[src/common/pcr_pkg.sv]
package pcr_pkg;

  // register indices, low nibble of the per-port register address
  localparam logic [3:0] ADDR_CONTROL_CONFIG   = 4'h3;
  localparam logic [3:0] ADDR_TIMER_CONFIG     = 4'h4;
  localparam logic [3:0] ADDR_SIG_THRESHOLD    = 4'h5;
  localparam logic [3:0] ADDR_CURRENT_RESULT   = 4'h6;

  // control config field positions
  localparam int CTL_FORCE_POWER_UP  = 15;
  localparam int CTL_END_CLASS       = 14;
  localparam int CTL_SET_CLASS       = 13;
  localparam int CTL_PULLUP_OFF      = 12;
  localparam int CTL_DET_TIMER_OFF   = 11;
  localparam int CTL_FOLDBACK_OFF    = 10;
  localparam int CTL_SOFTSTART_OFF   = 9;
  localparam int CTL_DISCHARGE_OFF   = 8;
  localparam int CTL_DROPOUT_OFF     = 7;
  localparam int CTL_READY_DETECT    = 6;
  localparam int CTL_POWER_AVAIL     = 5;
  localparam int CTL_PD_WAKE_BLOCK   = 4;
  localparam int CTL_SRC_WAKE_BLOCK  = 3;
  localparam int CTL_WAKE_REQUEST    = 2;
  localparam int CTL_HW_PIN_GATE     = 1;
  localparam int CTL_SW_ENABLE       = 0;

  // timer config field positions and widths
  localparam int TMR_FORCE_WAKE_GOOD = 8;
  localparam int TMR_FAULT_LSB       = 6;
  localparam int TMR_OVLD_LSB        = 4;
  localparam int TMR_INRUSH_LSB      = 2;
  localparam int TMR_SIG_BAD         = 1;
  localparam int TMR_SIG_GOOD        = 0;
  localparam int TMR_USED_W          = 9;

  // result register layout
  localparam int RES_DATA_W          = 12;
  localparam int RES_NEW             = 12;
  localparam int RES_MISSED          = 13;
  localparam int THR_W               = 8;

  // reset values
  localparam logic [15:0] CONTROL_RST   = 16'h0000;
  localparam logic [8:0]  TIMER_RST     = 9'h008;
  localparam logic [7:0]  THRESHOLD_RST = 8'h00;

  // selector codes
  localparam logic [1:0] SEL_FOREVER = 2'h3;

  // timer base: one microsecond tick from the 100 MHz clock
  localparam int CLK_PERIOD_NS = 10;
  localparam int TICK_NS       = 1000;
  localparam int TICK_DIV      = TICK_NS / CLK_PERIOD_NS;

  // periods in microseconds as printed
  localparam int FAULT_PERIOD_0_US  = 59900;
  localparam int FAULT_PERIOD_1_US  = 29900;
  localparam int FAULT_PERIOD_2_US  = 15000;
  localparam int FAULT_PERIOD_3_US  = 460;
  localparam int INRUSH_PERIOD_0_US = 3500;
  localparam int INRUSH_PERIOD_1_US = 14000;
  localparam int INRUSH_PERIOD_2_US = 56200;
  localparam int OVERLOAD_DELAY_US  = 1100000;
  localparam int RESTART_DELAY_US   = 551000;

  // fault timer falls this many times faster than it rises
  localparam int FAULT_DOWN_STEP = 8;
  localparam int TIMER_W         = 24;
  localparam int NUM_TIMERS      = 3;
  localparam int T_INRUSH        = 0;
  localparam int T_OVERLOAD      = 1;
  localparam int T_RESTART       = 2;

endpackage

[src/logic/pcr_port_config_regs.sv]
`timescale 1ns/1ns
// Function
// - bit 15 skips detection, powers up
// - bit 14 ends classification, self clears
// - bit 13 enters classification mode
// - bits 12,11 kill pull-up, detection timer
// - bit 10 stops foldback during inrush
// - bit 9 stops soft-start during inrush
// - bit 8 stops discharge time-out timer
// - bit 7 stops signature dropout timer
// - bits 4,3 block pd, source wake-up
// - bit 2 wakes the port
// - bit 1 low ignores auto-enable pin
// - bit 0 enables port by software
// - timer bit 8 fakes valid wake signature
// - bits 7:6 pick fault period
// - fault timer falls eight times faster
// - bits 5:4 pick overload, restart times
// - bits 3:2 pick inrush period
// - bits 1,0 force bad, good signature
// - result stored with new, missed flags
module pcr_port_config_regs #(
  parameter int FAULT_US_0   = pcr_pkg::FAULT_PERIOD_0_US,
  parameter int FAULT_US_1   = pcr_pkg::FAULT_PERIOD_1_US,
  parameter int FAULT_US_2   = pcr_pkg::FAULT_PERIOD_2_US,
  parameter int FAULT_US_3   = pcr_pkg::FAULT_PERIOD_3_US,
  parameter int INRUSH_US_0  = pcr_pkg::INRUSH_PERIOD_0_US,
  parameter int INRUSH_US_1  = pcr_pkg::INRUSH_PERIOD_1_US,
  parameter int INRUSH_US_2  = pcr_pkg::INRUSH_PERIOD_2_US,
  parameter int OVERLOAD_US  = pcr_pkg::OVERLOAD_DELAY_US,
  parameter int RESTART_US   = pcr_pkg::RESTART_DELAY_US,
  parameter int TICK_CYCLES  = pcr_pkg::TICK_DIV
) (
  input  wire logic        ref_clk,
  input  wire logic        rstn,
  input  wire logic [3:0]  reg_addr,
  input  wire logic        reg_wr,
  input  wire logic [15:0] reg_wdata,
  input  wire logic        reg_rd,
  output logic      [15:0] reg_rdata,
  input  wire logic        auto_pin,
  input  wire logic        fault_present,
  input  wire logic        inrush_active,
  input  wire logic        overload_active,
  input  wire logic        restart_active,
  input  wire logic        adc_valid,
  input  wire logic [11:0] adc_data,
  output logic             port_enable,
  output logic             force_power_up,
  output logic             end_classification,
  output logic             set_class_mode,
  output logic             pullup_off,
  output logic             det_timer_off,
  output logic             foldback_off,
  output logic             softstart_off,
  output logic             discharge_timer_off,
  output logic             dropout_timer_off,
  output logic             ready_for_detect,
  output logic             power_avail,
  output logic             pd_wake_block,
  output logic             src_wake_block,
  output logic             wake_request,
  output logic             force_wake_sig_good,
  output logic             force_sig_bad,
  output logic             force_sig_good,
  output logic      [7:0]  hold_sig_threshold,
  output logic             fault_expired,
  output logic             inrush_done,
  output logic             overload_done,
  output logic             restart_done
);

  typedef logic [pcr_pkg::TIMER_W-1:0] pcr_cnt_t;

  typedef struct packed {
    logic [15:0]                             ctl;
    logic [pcr_pkg::TMR_USED_W-1:0]          tmr;
    logic [pcr_pkg::THR_W-1:0]               thr;
    logic [pcr_pkg::RES_DATA_W-1:0]          res;
    logic                                    res_new;
    logic                                    res_missed;
    logic [15:0]                             rdata;
    logic [6:0]                              div;
    logic                                    tick;
    pcr_cnt_t                                flt;
    logic                                    flt_exp;
    logic [pcr_pkg::NUM_TIMERS-1:0][pcr_pkg::TIMER_W-1:0] cnt;
    logic [pcr_pkg::NUM_TIMERS-1:0]          done;
  } pcr_state_t;

  localparam pcr_state_t STATE_RST = '{
    ctl:        pcr_pkg::CONTROL_RST,
    tmr:        pcr_pkg::TIMER_RST,
    thr:        pcr_pkg::THRESHOLD_RST,
    res:        '0,
    res_new:    1'b0,
    res_missed: 1'b0,
    rdata:      '0,
    div:        '0,
    tick:       1'b0,
    flt:        pcr_cnt_t'(FAULT_US_0),
    flt_exp:    1'b0,
    cnt:        '0,
    done:       '0
  };

  pcr_state_t st;
  pcr_state_t next_st;

  logic [1:0] fault_sel;
  logic [1:0] ovld_sel;
  logic [1:0] inrush_sel;
  pcr_cnt_t   fault_top;
  pcr_cnt_t   limit [pcr_pkg::NUM_TIMERS];
  logic       forever_sel [pcr_pkg::NUM_TIMERS];
  logic       active [pcr_pkg::NUM_TIMERS];
  logic       wr_ctl;
  logic       wr_tmr;
  logic       wr_thr;
  logic       rd_res;

  // selector fields and access strobes
  assign fault_sel  = st.tmr[pcr_pkg::TMR_FAULT_LSB +: 2];
  assign ovld_sel   = st.tmr[pcr_pkg::TMR_OVLD_LSB +: 2];
  assign inrush_sel = st.tmr[pcr_pkg::TMR_INRUSH_LSB +: 2];
  assign wr_ctl     = reg_wr && (reg_addr == pcr_pkg::ADDR_CONTROL_CONFIG);
  assign wr_tmr     = reg_wr && (reg_addr == pcr_pkg::ADDR_TIMER_CONFIG);
  assign wr_thr     = reg_wr && (reg_addr == pcr_pkg::ADDR_SIG_THRESHOLD);
  assign rd_res     = reg_rd && (reg_addr == pcr_pkg::ADDR_CURRENT_RESULT);

  // period selection in microsecond ticks
  always_comb begin
    case (fault_sel)
      2'h0:    fault_top = pcr_cnt_t'(FAULT_US_0);
      2'h1:    fault_top = pcr_cnt_t'(FAULT_US_1);
      2'h2:    fault_top = pcr_cnt_t'(FAULT_US_2);
      default: fault_top = pcr_cnt_t'(FAULT_US_3);
    endcase
    case (inrush_sel)
      2'h0:    limit[pcr_pkg::T_INRUSH] = pcr_cnt_t'(INRUSH_US_0);
      2'h1:    limit[pcr_pkg::T_INRUSH] = pcr_cnt_t'(INRUSH_US_1);
      default: limit[pcr_pkg::T_INRUSH] = pcr_cnt_t'(INRUSH_US_2);
    endcase
    // doubling by shift; code 11 never expires so its shift is unused
    limit[pcr_pkg::T_OVERLOAD] = pcr_cnt_t'(OVERLOAD_US) << ovld_sel;
    limit[pcr_pkg::T_RESTART]  = pcr_cnt_t'(RESTART_US) << ovld_sel;
    forever_sel[pcr_pkg::T_INRUSH]   = (inrush_sel == pcr_pkg::SEL_FOREVER);
    forever_sel[pcr_pkg::T_OVERLOAD] = (ovld_sel == pcr_pkg::SEL_FOREVER);
    forever_sel[pcr_pkg::T_RESTART]  = (ovld_sel == pcr_pkg::SEL_FOREVER);
    active[pcr_pkg::T_INRUSH]   = inrush_active;
    active[pcr_pkg::T_OVERLOAD] = overload_active;
    active[pcr_pkg::T_RESTART]  = restart_active;
  end

  // whole next state: register writes, result capture, timers
  always_comb begin
    next_st = st;

    // end-of-classification lasts one cycle unless rewritten
    next_st.ctl[pcr_pkg::CTL_END_CLASS] = 1'b0;
    if (wr_ctl) begin
      next_st.ctl = reg_wdata;
    end
    if (wr_tmr) begin
      next_st.tmr = reg_wdata[pcr_pkg::TMR_USED_W-1:0];
    end
    if (wr_thr) begin
      next_st.thr = reg_wdata[pcr_pkg::THR_W-1:0];
    end

    // reading the result clears flags; a new sample in the same cycle wins
    if (rd_res) begin
      next_st.res_new    = 1'b0;
      next_st.res_missed = 1'b0;
    end
    if (adc_valid) begin
      next_st.res     = adc_data;
      next_st.res_new = 1'b1;
      if (st.res_new && !rd_res) begin
        next_st.res_missed = 1'b1;
      end
    end

    // registered read data, unmapped indices read zero
    if (reg_rd) begin
      case (reg_addr)
        pcr_pkg::ADDR_CONTROL_CONFIG: next_st.rdata = st.ctl;
        pcr_pkg::ADDR_TIMER_CONFIG:   next_st.rdata = {7'h00, st.tmr};
        pcr_pkg::ADDR_SIG_THRESHOLD:  next_st.rdata = {8'h00, st.thr};
        pcr_pkg::ADDR_CURRENT_RESULT: next_st.rdata = {2'h0, st.res_missed, st.res_new, st.res};
        default:                      next_st.rdata = 16'h0000;
      endcase
    end

    // microsecond tick divider
    next_st.tick = 1'b0;
    if (st.div == 7'(TICK_CYCLES - 1)) begin
      next_st.div  = '0;
      next_st.tick = 1'b1;
    end else begin
      next_st.div = st.div + 7'h01;
    end

    // fault timer: falls by eight per tick under fault, rises by one otherwise
    next_st.flt_exp = 1'b0;
    if (st.flt > fault_top) begin
      next_st.flt = fault_top;
    end else if (st.tick) begin
      if (fault_present) begin
        if (st.flt <= pcr_cnt_t'(pcr_pkg::FAULT_DOWN_STEP)) begin
          next_st.flt     = '0;
          next_st.flt_exp = (st.flt != '0);
        end else begin
          next_st.flt = st.flt - pcr_cnt_t'(pcr_pkg::FAULT_DOWN_STEP);
        end
      end else if (st.flt < fault_top) begin
        next_st.flt = st.flt + pcr_cnt_t'(1);
      end
    end

    // inrush, overload and restart timers share one shape
    for (int i = 0; i < pcr_pkg::NUM_TIMERS; i++) begin
      next_st.done[i] = 1'b0;
      if (!active[i]) begin
        next_st.cnt[i] = '0;
      end else if (st.tick && !forever_sel[i] && (st.cnt[i] < limit[i])) begin
        next_st.cnt[i]  = st.cnt[i] + pcr_cnt_t'(1);
        next_st.done[i] = (st.cnt[i] + pcr_cnt_t'(1) == limit[i]);
      end
    end
  end

  // single state register
  always_ff @(posedge ref_clk or negedge rstn) begin
    if (!rstn) begin
      st <= STATE_RST;
    end else begin
      st <= next_st;
    end
  end

  // control outputs straight from the stored bits
  assign reg_rdata           = st.rdata;
  assign force_power_up      = st.ctl[pcr_pkg::CTL_FORCE_POWER_UP];
  assign end_classification  = st.ctl[pcr_pkg::CTL_END_CLASS];
  assign set_class_mode      = st.ctl[pcr_pkg::CTL_SET_CLASS];
  assign pullup_off          = st.ctl[pcr_pkg::CTL_PULLUP_OFF];
  assign det_timer_off       = st.ctl[pcr_pkg::CTL_DET_TIMER_OFF];
  assign discharge_timer_off = st.ctl[pcr_pkg::CTL_DISCHARGE_OFF];
  assign dropout_timer_off   = st.ctl[pcr_pkg::CTL_DROPOUT_OFF];
  assign ready_for_detect    = st.ctl[pcr_pkg::CTL_READY_DETECT];
  assign power_avail         = st.ctl[pcr_pkg::CTL_POWER_AVAIL];
  assign pd_wake_block       = st.ctl[pcr_pkg::CTL_PD_WAKE_BLOCK];
  assign src_wake_block      = st.ctl[pcr_pkg::CTL_SRC_WAKE_BLOCK];
  assign wake_request        = st.ctl[pcr_pkg::CTL_WAKE_REQUEST];
  assign force_wake_sig_good = st.tmr[pcr_pkg::TMR_FORCE_WAKE_GOOD];
  assign force_sig_bad       = st.tmr[pcr_pkg::TMR_SIG_BAD];
  assign force_sig_good      = st.tmr[pcr_pkg::TMR_SIG_GOOD];
  assign hold_sig_threshold  = st.thr;

  // inrush overrides only matter while inrush runs
  assign foldback_off  = st.ctl[pcr_pkg::CTL_FOLDBACK_OFF] && inrush_active;
  assign softstart_off = st.ctl[pcr_pkg::CTL_SOFTSTART_OFF] && inrush_active;

  // auto pin counts only when its gate bit is set
  assign port_enable = st.ctl[pcr_pkg::CTL_SW_ENABLE]
                       || (st.ctl[pcr_pkg::CTL_HW_PIN_GATE] && auto_pin);

  // expiry pulses
  assign fault_expired = st.flt_exp;
  assign inrush_done   = st.done[pcr_pkg::T_INRUSH];
  assign overload_done = st.done[pcr_pkg::T_OVERLOAD];
  assign restart_done  = st.done[pcr_pkg::T_RESTART];
endmodule

[config.mk]
export PLATFORM = sky130hd
export DESIGN_NAME = pcr_port_config_regs
export DESIGN_NICKNAME = d
export VERILOG_FILES = /design/src/common/pcr_pkg.sv /design/src/logic/pcr_port_config_regs.sv
export SDC_FILE = /design/constraint.sdc
export NUM_CORES = 1
export LEC_CHECK = 0
export ABC_AREA = 1
export BUFFER_PORTS_ARGS = -buffer_cell sky130_fd_sc_hd__buf_2
export CORE_MARGIN = 8
export CORE_UTILIZATION = 35
export CTS_CLUSTER_DIAMETER = 80
export DETAILED_ROUTE_END_ITERATION = 8
export HOLD_SLACK_MARGIN = 0.03
export PLACE_DENSITY_LB_ADDON = 0.05
export SYNTH_ARGS = -nofsm -noshare
export SYNTH_HDL_FRONTEND = slang
export SYNTH_SLANG_ARGS = --single-unit
[constraint.sdc]
create_clock -name ref_clk -period 2.75 [get_ports ref_clk]
set_input_delay 0.1375 -clock ref_clk [delete_from_list [all_inputs] [get_ports ref_clk]]
set_output_delay 0.1375 -clock ref_clk [all_outputs]
set_load 0.01 [all_outputs]
==> flow_metrics.tcl, run 1 <==
set metrics [dict create \
    grt_max_degree 83 \
    syn-cell-area_sq_um 12460 \
    r2r_end "st[33]" \
    end_kind "register" \
    syn2layout_area_growth_pct 15.69 \
    cp_max_fo 16 \
    drtIter0Drc 835 \
    remaining_drc_errors 0 \
    seq_area_frac_synth_pct 34.46 \
    cts_tree "built" \
    synth_cells 1800 \
    pwr-share-comb_pct 25.2 \
    htreeDepth 4 \
    period_minus_slack_ps 2519 \
    power_density_nw_per_um2 516.2 \
    place_area_sq_um 13480 \
    dr.pass1.iters 5 \
    path_class "register to register" \
    seqPwrFrac_pct 40.5 \
    wl_per_cell_microns 16.41 \
    finalHoldViolations 0 \
    swShare_pct 35.75 \
    die_w_microns 204.7 \
    cap_violations 0 \
    antenna_found_initial 0 \
    cp.required_ps 3110 \
    vias 11880 \
    maxSlewViolCount 0 \
    p_leak_nw 7.127 \
    wl_mm 39.29 \
    yosys-top-cells-area "dfrtp_1, nand2_1, ha_1, nand3_1, inv_1" \
    nFillCells 3794 \
    viasPerCell 4.962 \
    ys_seq_elements 171 \
    power.internal_mw 4.782 \
    reg2reg_from "ovld_sel[0]" \
    grt_pass1_wl_mm 63.93 \
    fmax_ghz 0.3969 \
    power_mw 7.443 \
    grt_pass1_vias 11819 \
    clk_pin_slew_ps 80 \
    nNetsFinal 2040 \
    p_sw_mw 2.660 \
    drive_gt1_share_pct 12.78 \
    clock_sinks 171 \
    place_congestion 0.8634 \
    syn_avg_cell_area_sq_um 6.923 \
    fp.dieArea_sq_um 41900 \
    io_pins 88 \
    cts_buffer_depth 2 \
    diodes 0 \
    start_kind "register" \
    ff2ff_path_depth 13 \
    ys_warn_count 0 \
    initial_core_util_pct 35.29 \
    fin_crit_sh_pct 91.61 \
    min_path_type "input port to register" \
    grt_use_total_pct 19.11 \
    setup_viol 0 \
    skew_ps 9.105 \
    maxSlewHeadroom_pct 43.47 \
    gr-total-overflow 0 \
    rrSetupSlack_ps 230 \
    worst_pin_slew_ps 847.0 \
    vdd_drop_max_mv 0.5068 \
    clk_latency_ps 450 \
    cts_root_buf "clkbuf_16" \
    crit_end "st[33]" \
    drtAntennaViolNets 0 \
    worst-endpoint-arrival_ps 2880 \
    cts_buffers 17 \
    hold-path-cell-count 3 \
    synth_top_cell_by_area "dfrtp_1" \
    rows 69 \
    yosysUniqueCellTypes 51 \
    status "finished clean" \
    startpoint "ovld_sel[0]" \
    core_area_sq_um 35310 \
    io_buffers 87 \
    design_area_sq_um 14420 \
    dp_hpwl_mm 29.93 \
    die_height_microns 204.7 \
    power_frac_clock_pct 34.4 \
    synth_top_area_share_pct 31.93 \
]
==> power groups by stage <==
| stage | Clock (mW) | Sequential [mW] | Combinational, mW |
|---|---|---|---|
| after global placement | 0 | 3.06 | 1.82 |
| final | 2.56 | 3.01 | 1.87 |
| after global routing | 2.72 | 3.04 | 2.14 |
| after detailed placement | 0 | 3.06 | 1.84 |
| after CTS | 2.64 | 3.01 | 1.88 |
| after floorplan | 0 | 2.98 | 1.21 |
==> area by class of cell <==
type / count / area, sq um / share of cell area, %
timing repair buffer: 161 / 1095 / 7.593
clock inverter: 14 / 175.2 / 1.215
tap: 461 / 576.8 / 4.001
multi-input combinational: 1350 / 7012 / 48.63
sequential: 171 / 4298 / 29.81
clock buffer: 18 / 429.2 / 2.977
inverter: 219 / 832.0 / 5.771
==> registers in the layout, indices dropped and copies added, names as in the netlist, 2 cells and up <==
name and count:
st 122, reg_rdata 16, hold_sig_threshold 8, fault_sel 2, inrush_sel 2, ovld_sel 2
==> cells in the mapped netlist, drive strengths merged <==
| library cell | n |
|---|---|
| o211a | 1 |
| nor2 | 199 |
| a21boi | 1 |
| buf | 43 |
| o41ai | 1 |
| nand4 | 41 |
| or2 | 3 |
| o2111ai | 1 |
| o21bai | 4 |
| o211ai | 3 |
| a21o | 4 |
| nor3 | 28 |
| o22ai | 16 |
| inv | 219 |
| xor2 | 29 |
| nand2 | 544 |
| dfrtp | 159 |
| dfstp | 12 |
| mux2 | 15 |
| o31ai | 6 |
| nor4 | 3 |
| nand3 | 192 |
| clkbuf | 19 |
| ha | 78 |
| o21ai | 116 |
| o221a | 1 |
| a211oi | 1 |
| xnor2 | 3 |
| xnor3 | 2 |
| a31oi | 2 |
| and3 | 2 |
| a21oi | 43 |
| nand3b | 5 |
| conb | 1 |
| and2 | 3 |
==> cells by family (layout without fill, tap and decap cells) <==
logic type,Yosys count,after routing,synth area share (%)
and+or+nand+nor,1020,1020,35.39
buffers and inverters,281,412,9.458
AOI/OAI and AO/OA,200,200,8.866
DFF,171,171,34.46
adders and majority gates,78,78,7.831
xor gates and xnor gates,34,34,2.610
muxes,15,15,1.355
other,1,3,0.03009
==> stage by stage <==
| step | utilization, % | TNS [ps] | setup WS [ps] | hold WS [ps] | std cells |
|---|---|---|---|---|---|
| 2_1_floorplan | - | 0 | 30.71 | -158.1 | 1802 |
| 6_report | 40.83 | 0 | 230.7 | 44.31 | 2394 |
| 4_1_cts | 40.69 | 0 | 22.14 | 30.33 | 2391 |
| 3_3_place_gp | 38.19 | 0 | 25.13 | 198.5 | 2331 |
| 5_1_grt | 40.83 | -6.216 | -6.216 | 50.04 | 2394 |
| 3_5_place_dp | 38.19 | 0 | 53.60 | 200.9 | 2331 |
==> how the worst min path moves through the flow <==
stage                             from                    end
after floorplan                   rstn          det_timer_off
after global placement            rstn                 st[94]
after detailed placement          rstn                 st[94]
after CTS                 reg_wdata[4]  hold_sig_threshold[4]
after global routing      reg_wdata[5]            power_avail
final                     reg_wdata[4]  hold_sig_threshold[4]
==> placed cells by master, fill, tap and decap left out, types with 21 or more instances in the layout <==
master and instances:
nor3_1 21, nor2_1 186, buf_2 86, o21ai_0 108, nand2_1 531, nand3_1 191
buf_4 44, ha_1 77, dfrtp_1 156, inv_1 207, xor2_1 29, a21oi_1 42
dlygate4sd3_1 28, nand4_1 41
==> metal layers <==
layer	track usage (%)	part of all wire (%)	vias to the layer above
met5	0	0	-
met3	3.099	3.5	33
met1	24.69	47	5534
li1	-	-	6068
met2	32.73	48	245
met4	4.886	1.5	0
==> repair_timing <==
item | 4_1_cts | 5_1_grt
resized for setup | 0 | 16
hold endpoints to repair | 95 | 0
hold buffers | 28 | 0
buffers inserted | 0 | 3
endpoints found under the setup margin | 0 | 60
==> worst max-delay path, cell delays in order, from the launching register on <==
cell and delay [ps]:
dfrtp_2 440, inv_1 140, ha_1 260, buf_4 190, ha_1 280, nand2_1 60, nor2_1 180, nand2_1 80
nor2_1 120, nand2_1 70, nand3_2 140, nand2_1 90, buf_4 200, o21ai_0 180
Power figures use the tool's default switching activity.
==> run 2: changes to the inputs <==
- clock period: 2.75 -> 2.5 ns (I/O delays scaled with it)
==> run 2 against run 1 <==
Effect of this change:
- power increased by 18%
- register-to-register slack got worse by 210 ps
- critical path depth stayed put
- sequential share of layout area fell by 2.1 points
- utilization increased by 3.1 points
- non-clock buffer count grew 60
- design area grew 7.7%
- maximum frequency is 1.7% higher
- die area stayed put
- clock skew is 2.5 ps higher
- sequential power rose by 10%
- highest routed layer unchanged
==> flow_metrics.tcl, run 2 (synthesis results as in run 1) <==
set metrics [dict create \
    slowest_stage "dfrtp_2" \
    cts_buffer_depth 2 \
    start_kind "register" \
    setup_viol 0 \
    maxSlewHeadroom_pct 39.67 \
    antenna_found_initial 0 \
    drtAntennaViolNets 0 \
    io_buffers 87 \
    rows 69 \
    drtIter0Drc 685 \
    fin_util_pct 43.98 \
    diodes 0 \
    largest_reg_flops 122 \
    slowest_delay_ps 450 \
    maxSlewViolCount 0 \
    core_area_sq_um 35310 \
    status "finished clean" \
    cp_max_fo 7 \
    vdd_drop_max_mv 0.5203 \
    grt_pass1_vias 12083 \
    gr-total-overflow 0 \
    wl_per_cell_microns 16.62 \
    cts_tree "built" \
    skew_ps 11.64 \
    fin_crit_sh_pct 99.13 \
    reg2reg_from "ovld_sel[1]" \
    min_path_type "input port to register" \
    remaining_drc_errors 0 \
    grt_max_degree 65 \
    mostFrequentLayoutCells "nand2_1, inv_1, nand3_1" \
    drive_gt1_share_pct 18.81 \
    cts_buffers 17 \
    clock_sinks 171 \
    htreeDepth 4 \
    cp.required_ps 2880 \
    fp.dieArea_sq_um 41900 \
    clk_latency_ps 450 \
    viasPerCell 4.967 \
    end_kind "register" \
    p_leak_nw 7.469 \
    min_from "adc_valid" \
    path_class "register to register" \
    routed-wl-met2_mm 19.33 \
    final_common_cell "nand2_1" \
    drt-met1-wl_mm 19.04 \
    wl_met3_mm 1.828 \
    worst_pin_slew_ps 904.0 \
    whs_ps 61.65 \
    place_congestion 0.8510 \
    wl_mm 40.81 \
    cts_root_buf "clkbuf_16" \
    die_w_microns 204.7 \
    syn2layout_area_growth_pct 24.61 \
    dr.pass1.iters 5 \
    clk_pin_slew_ps 80 \
    rsz0062_at_grt "true" \
    routed.top_layer "met4" \
    io_pins 88 \
    power_density_nw_per_um2 567.3 \
    grt_pass1_wl_mm 65.63 \
    cap_violations 0 \
    nNetsFinal 2101 \
    cp_top_family "simple AND/OR/NAND/NOR gates" \
    grt_use_total_pct 19.64 \
    crit_chain "inv_4 -> ha_4 -> clkinvlp_4 -> ha_4 -> nand4_1 -> nor3_2 -> nand3_1 -> nor2_2 -> nor2_4 -> inv_4 -> nand2_4 -> clkbuf_16 -> o22ai_1" \
    vias 12193 \
    initial_core_util_pct 35.29 \
    dp_hpwl_mm 30.67 \
    finalHoldViolations 0 \
    fmax_ghz 0.4035 \
    worst-endpoint-arrival_ps 2850 \
    worst-path-buf-inv 4 \
    die_height_microns 204.7 \
    period_minus_slack_ps 2478 \
    startpoint "ovld_sel[1]" \
    regMostFlops "st" \
]
## run 2: worst paths after layout
path,depth (start not counted),to,slack (ps)
setup / recovery,13,st[71],20
hold / removal,3,st[135],60
setup reg to reg,13,st[71],20
hold reg to reg,1,st[101],470
max in group asynchronous,3,inrush_sel[1],1520
min in group asynchronous,2,st[28],210
## run 2: repair_timing
action	in CTS	in global routing
gates cloned	0	2
resized for setup	7	135
endpoints found under the setup margin	35	89
hold buffers	38	0
pin swaps	3	35
endpoints found under the hold margin	98	0
buffers inserted	9	14
## run 2: tightest hold or removal path, delay by kind of cell
family	cells	cell delay [ps]
AO/OA/AOI/OAI	1	70
buffers and inverters	1	190
AND/OR/NAND/NOR	1	80
## run 2: cell type report
| type | count | area, sq um |
|---|---|---|
| clock buffers | 20 | 456.7 |
| clock inverters | 12 | 150.1 |
| fillers | 3657 | 19780 |
| inverters | 219 | 854.6 |
| multi-input cells | 1351 | 7490 |
| flip-flops and latches | 171 | 4299 |
| well taps | 461 | 576.8 |
| repair buffers | 221 | 1702 |
## run 2: per-stage QoR
step	setup TNS [ps]	instance area, sq um	setup WS (ps)	power (mW)	std cells
after detailed placement	-752.8	13770	-57.84	5.555	2361
after global placement	-446.8	13770	-84.18	5.548	2361
after CTS	0	14860	8.032	8.573	2440
after global routing	-3119	15530	-113.2	9.374	2455
final	0	15530	21.74	8.810	2455
after floorplan	0	12520	9.595	4.639	1802
## run 2: where the power goes
part / internal (mW) / switching [mW] / leakage, nW
Clock: 1.56 / 1.31 / 0.298
Sequential: 3.02 / 0.283 / 2.23
Combinational: 1.14 / 1.49 / 4.94
## run 2: metal layers
metal	GRT usage (%)	vias up
li1	-	6189
met1	25.77	5707
met2	32.57	255
met3	4.111	42
met4	4.808	0
met5	0	-
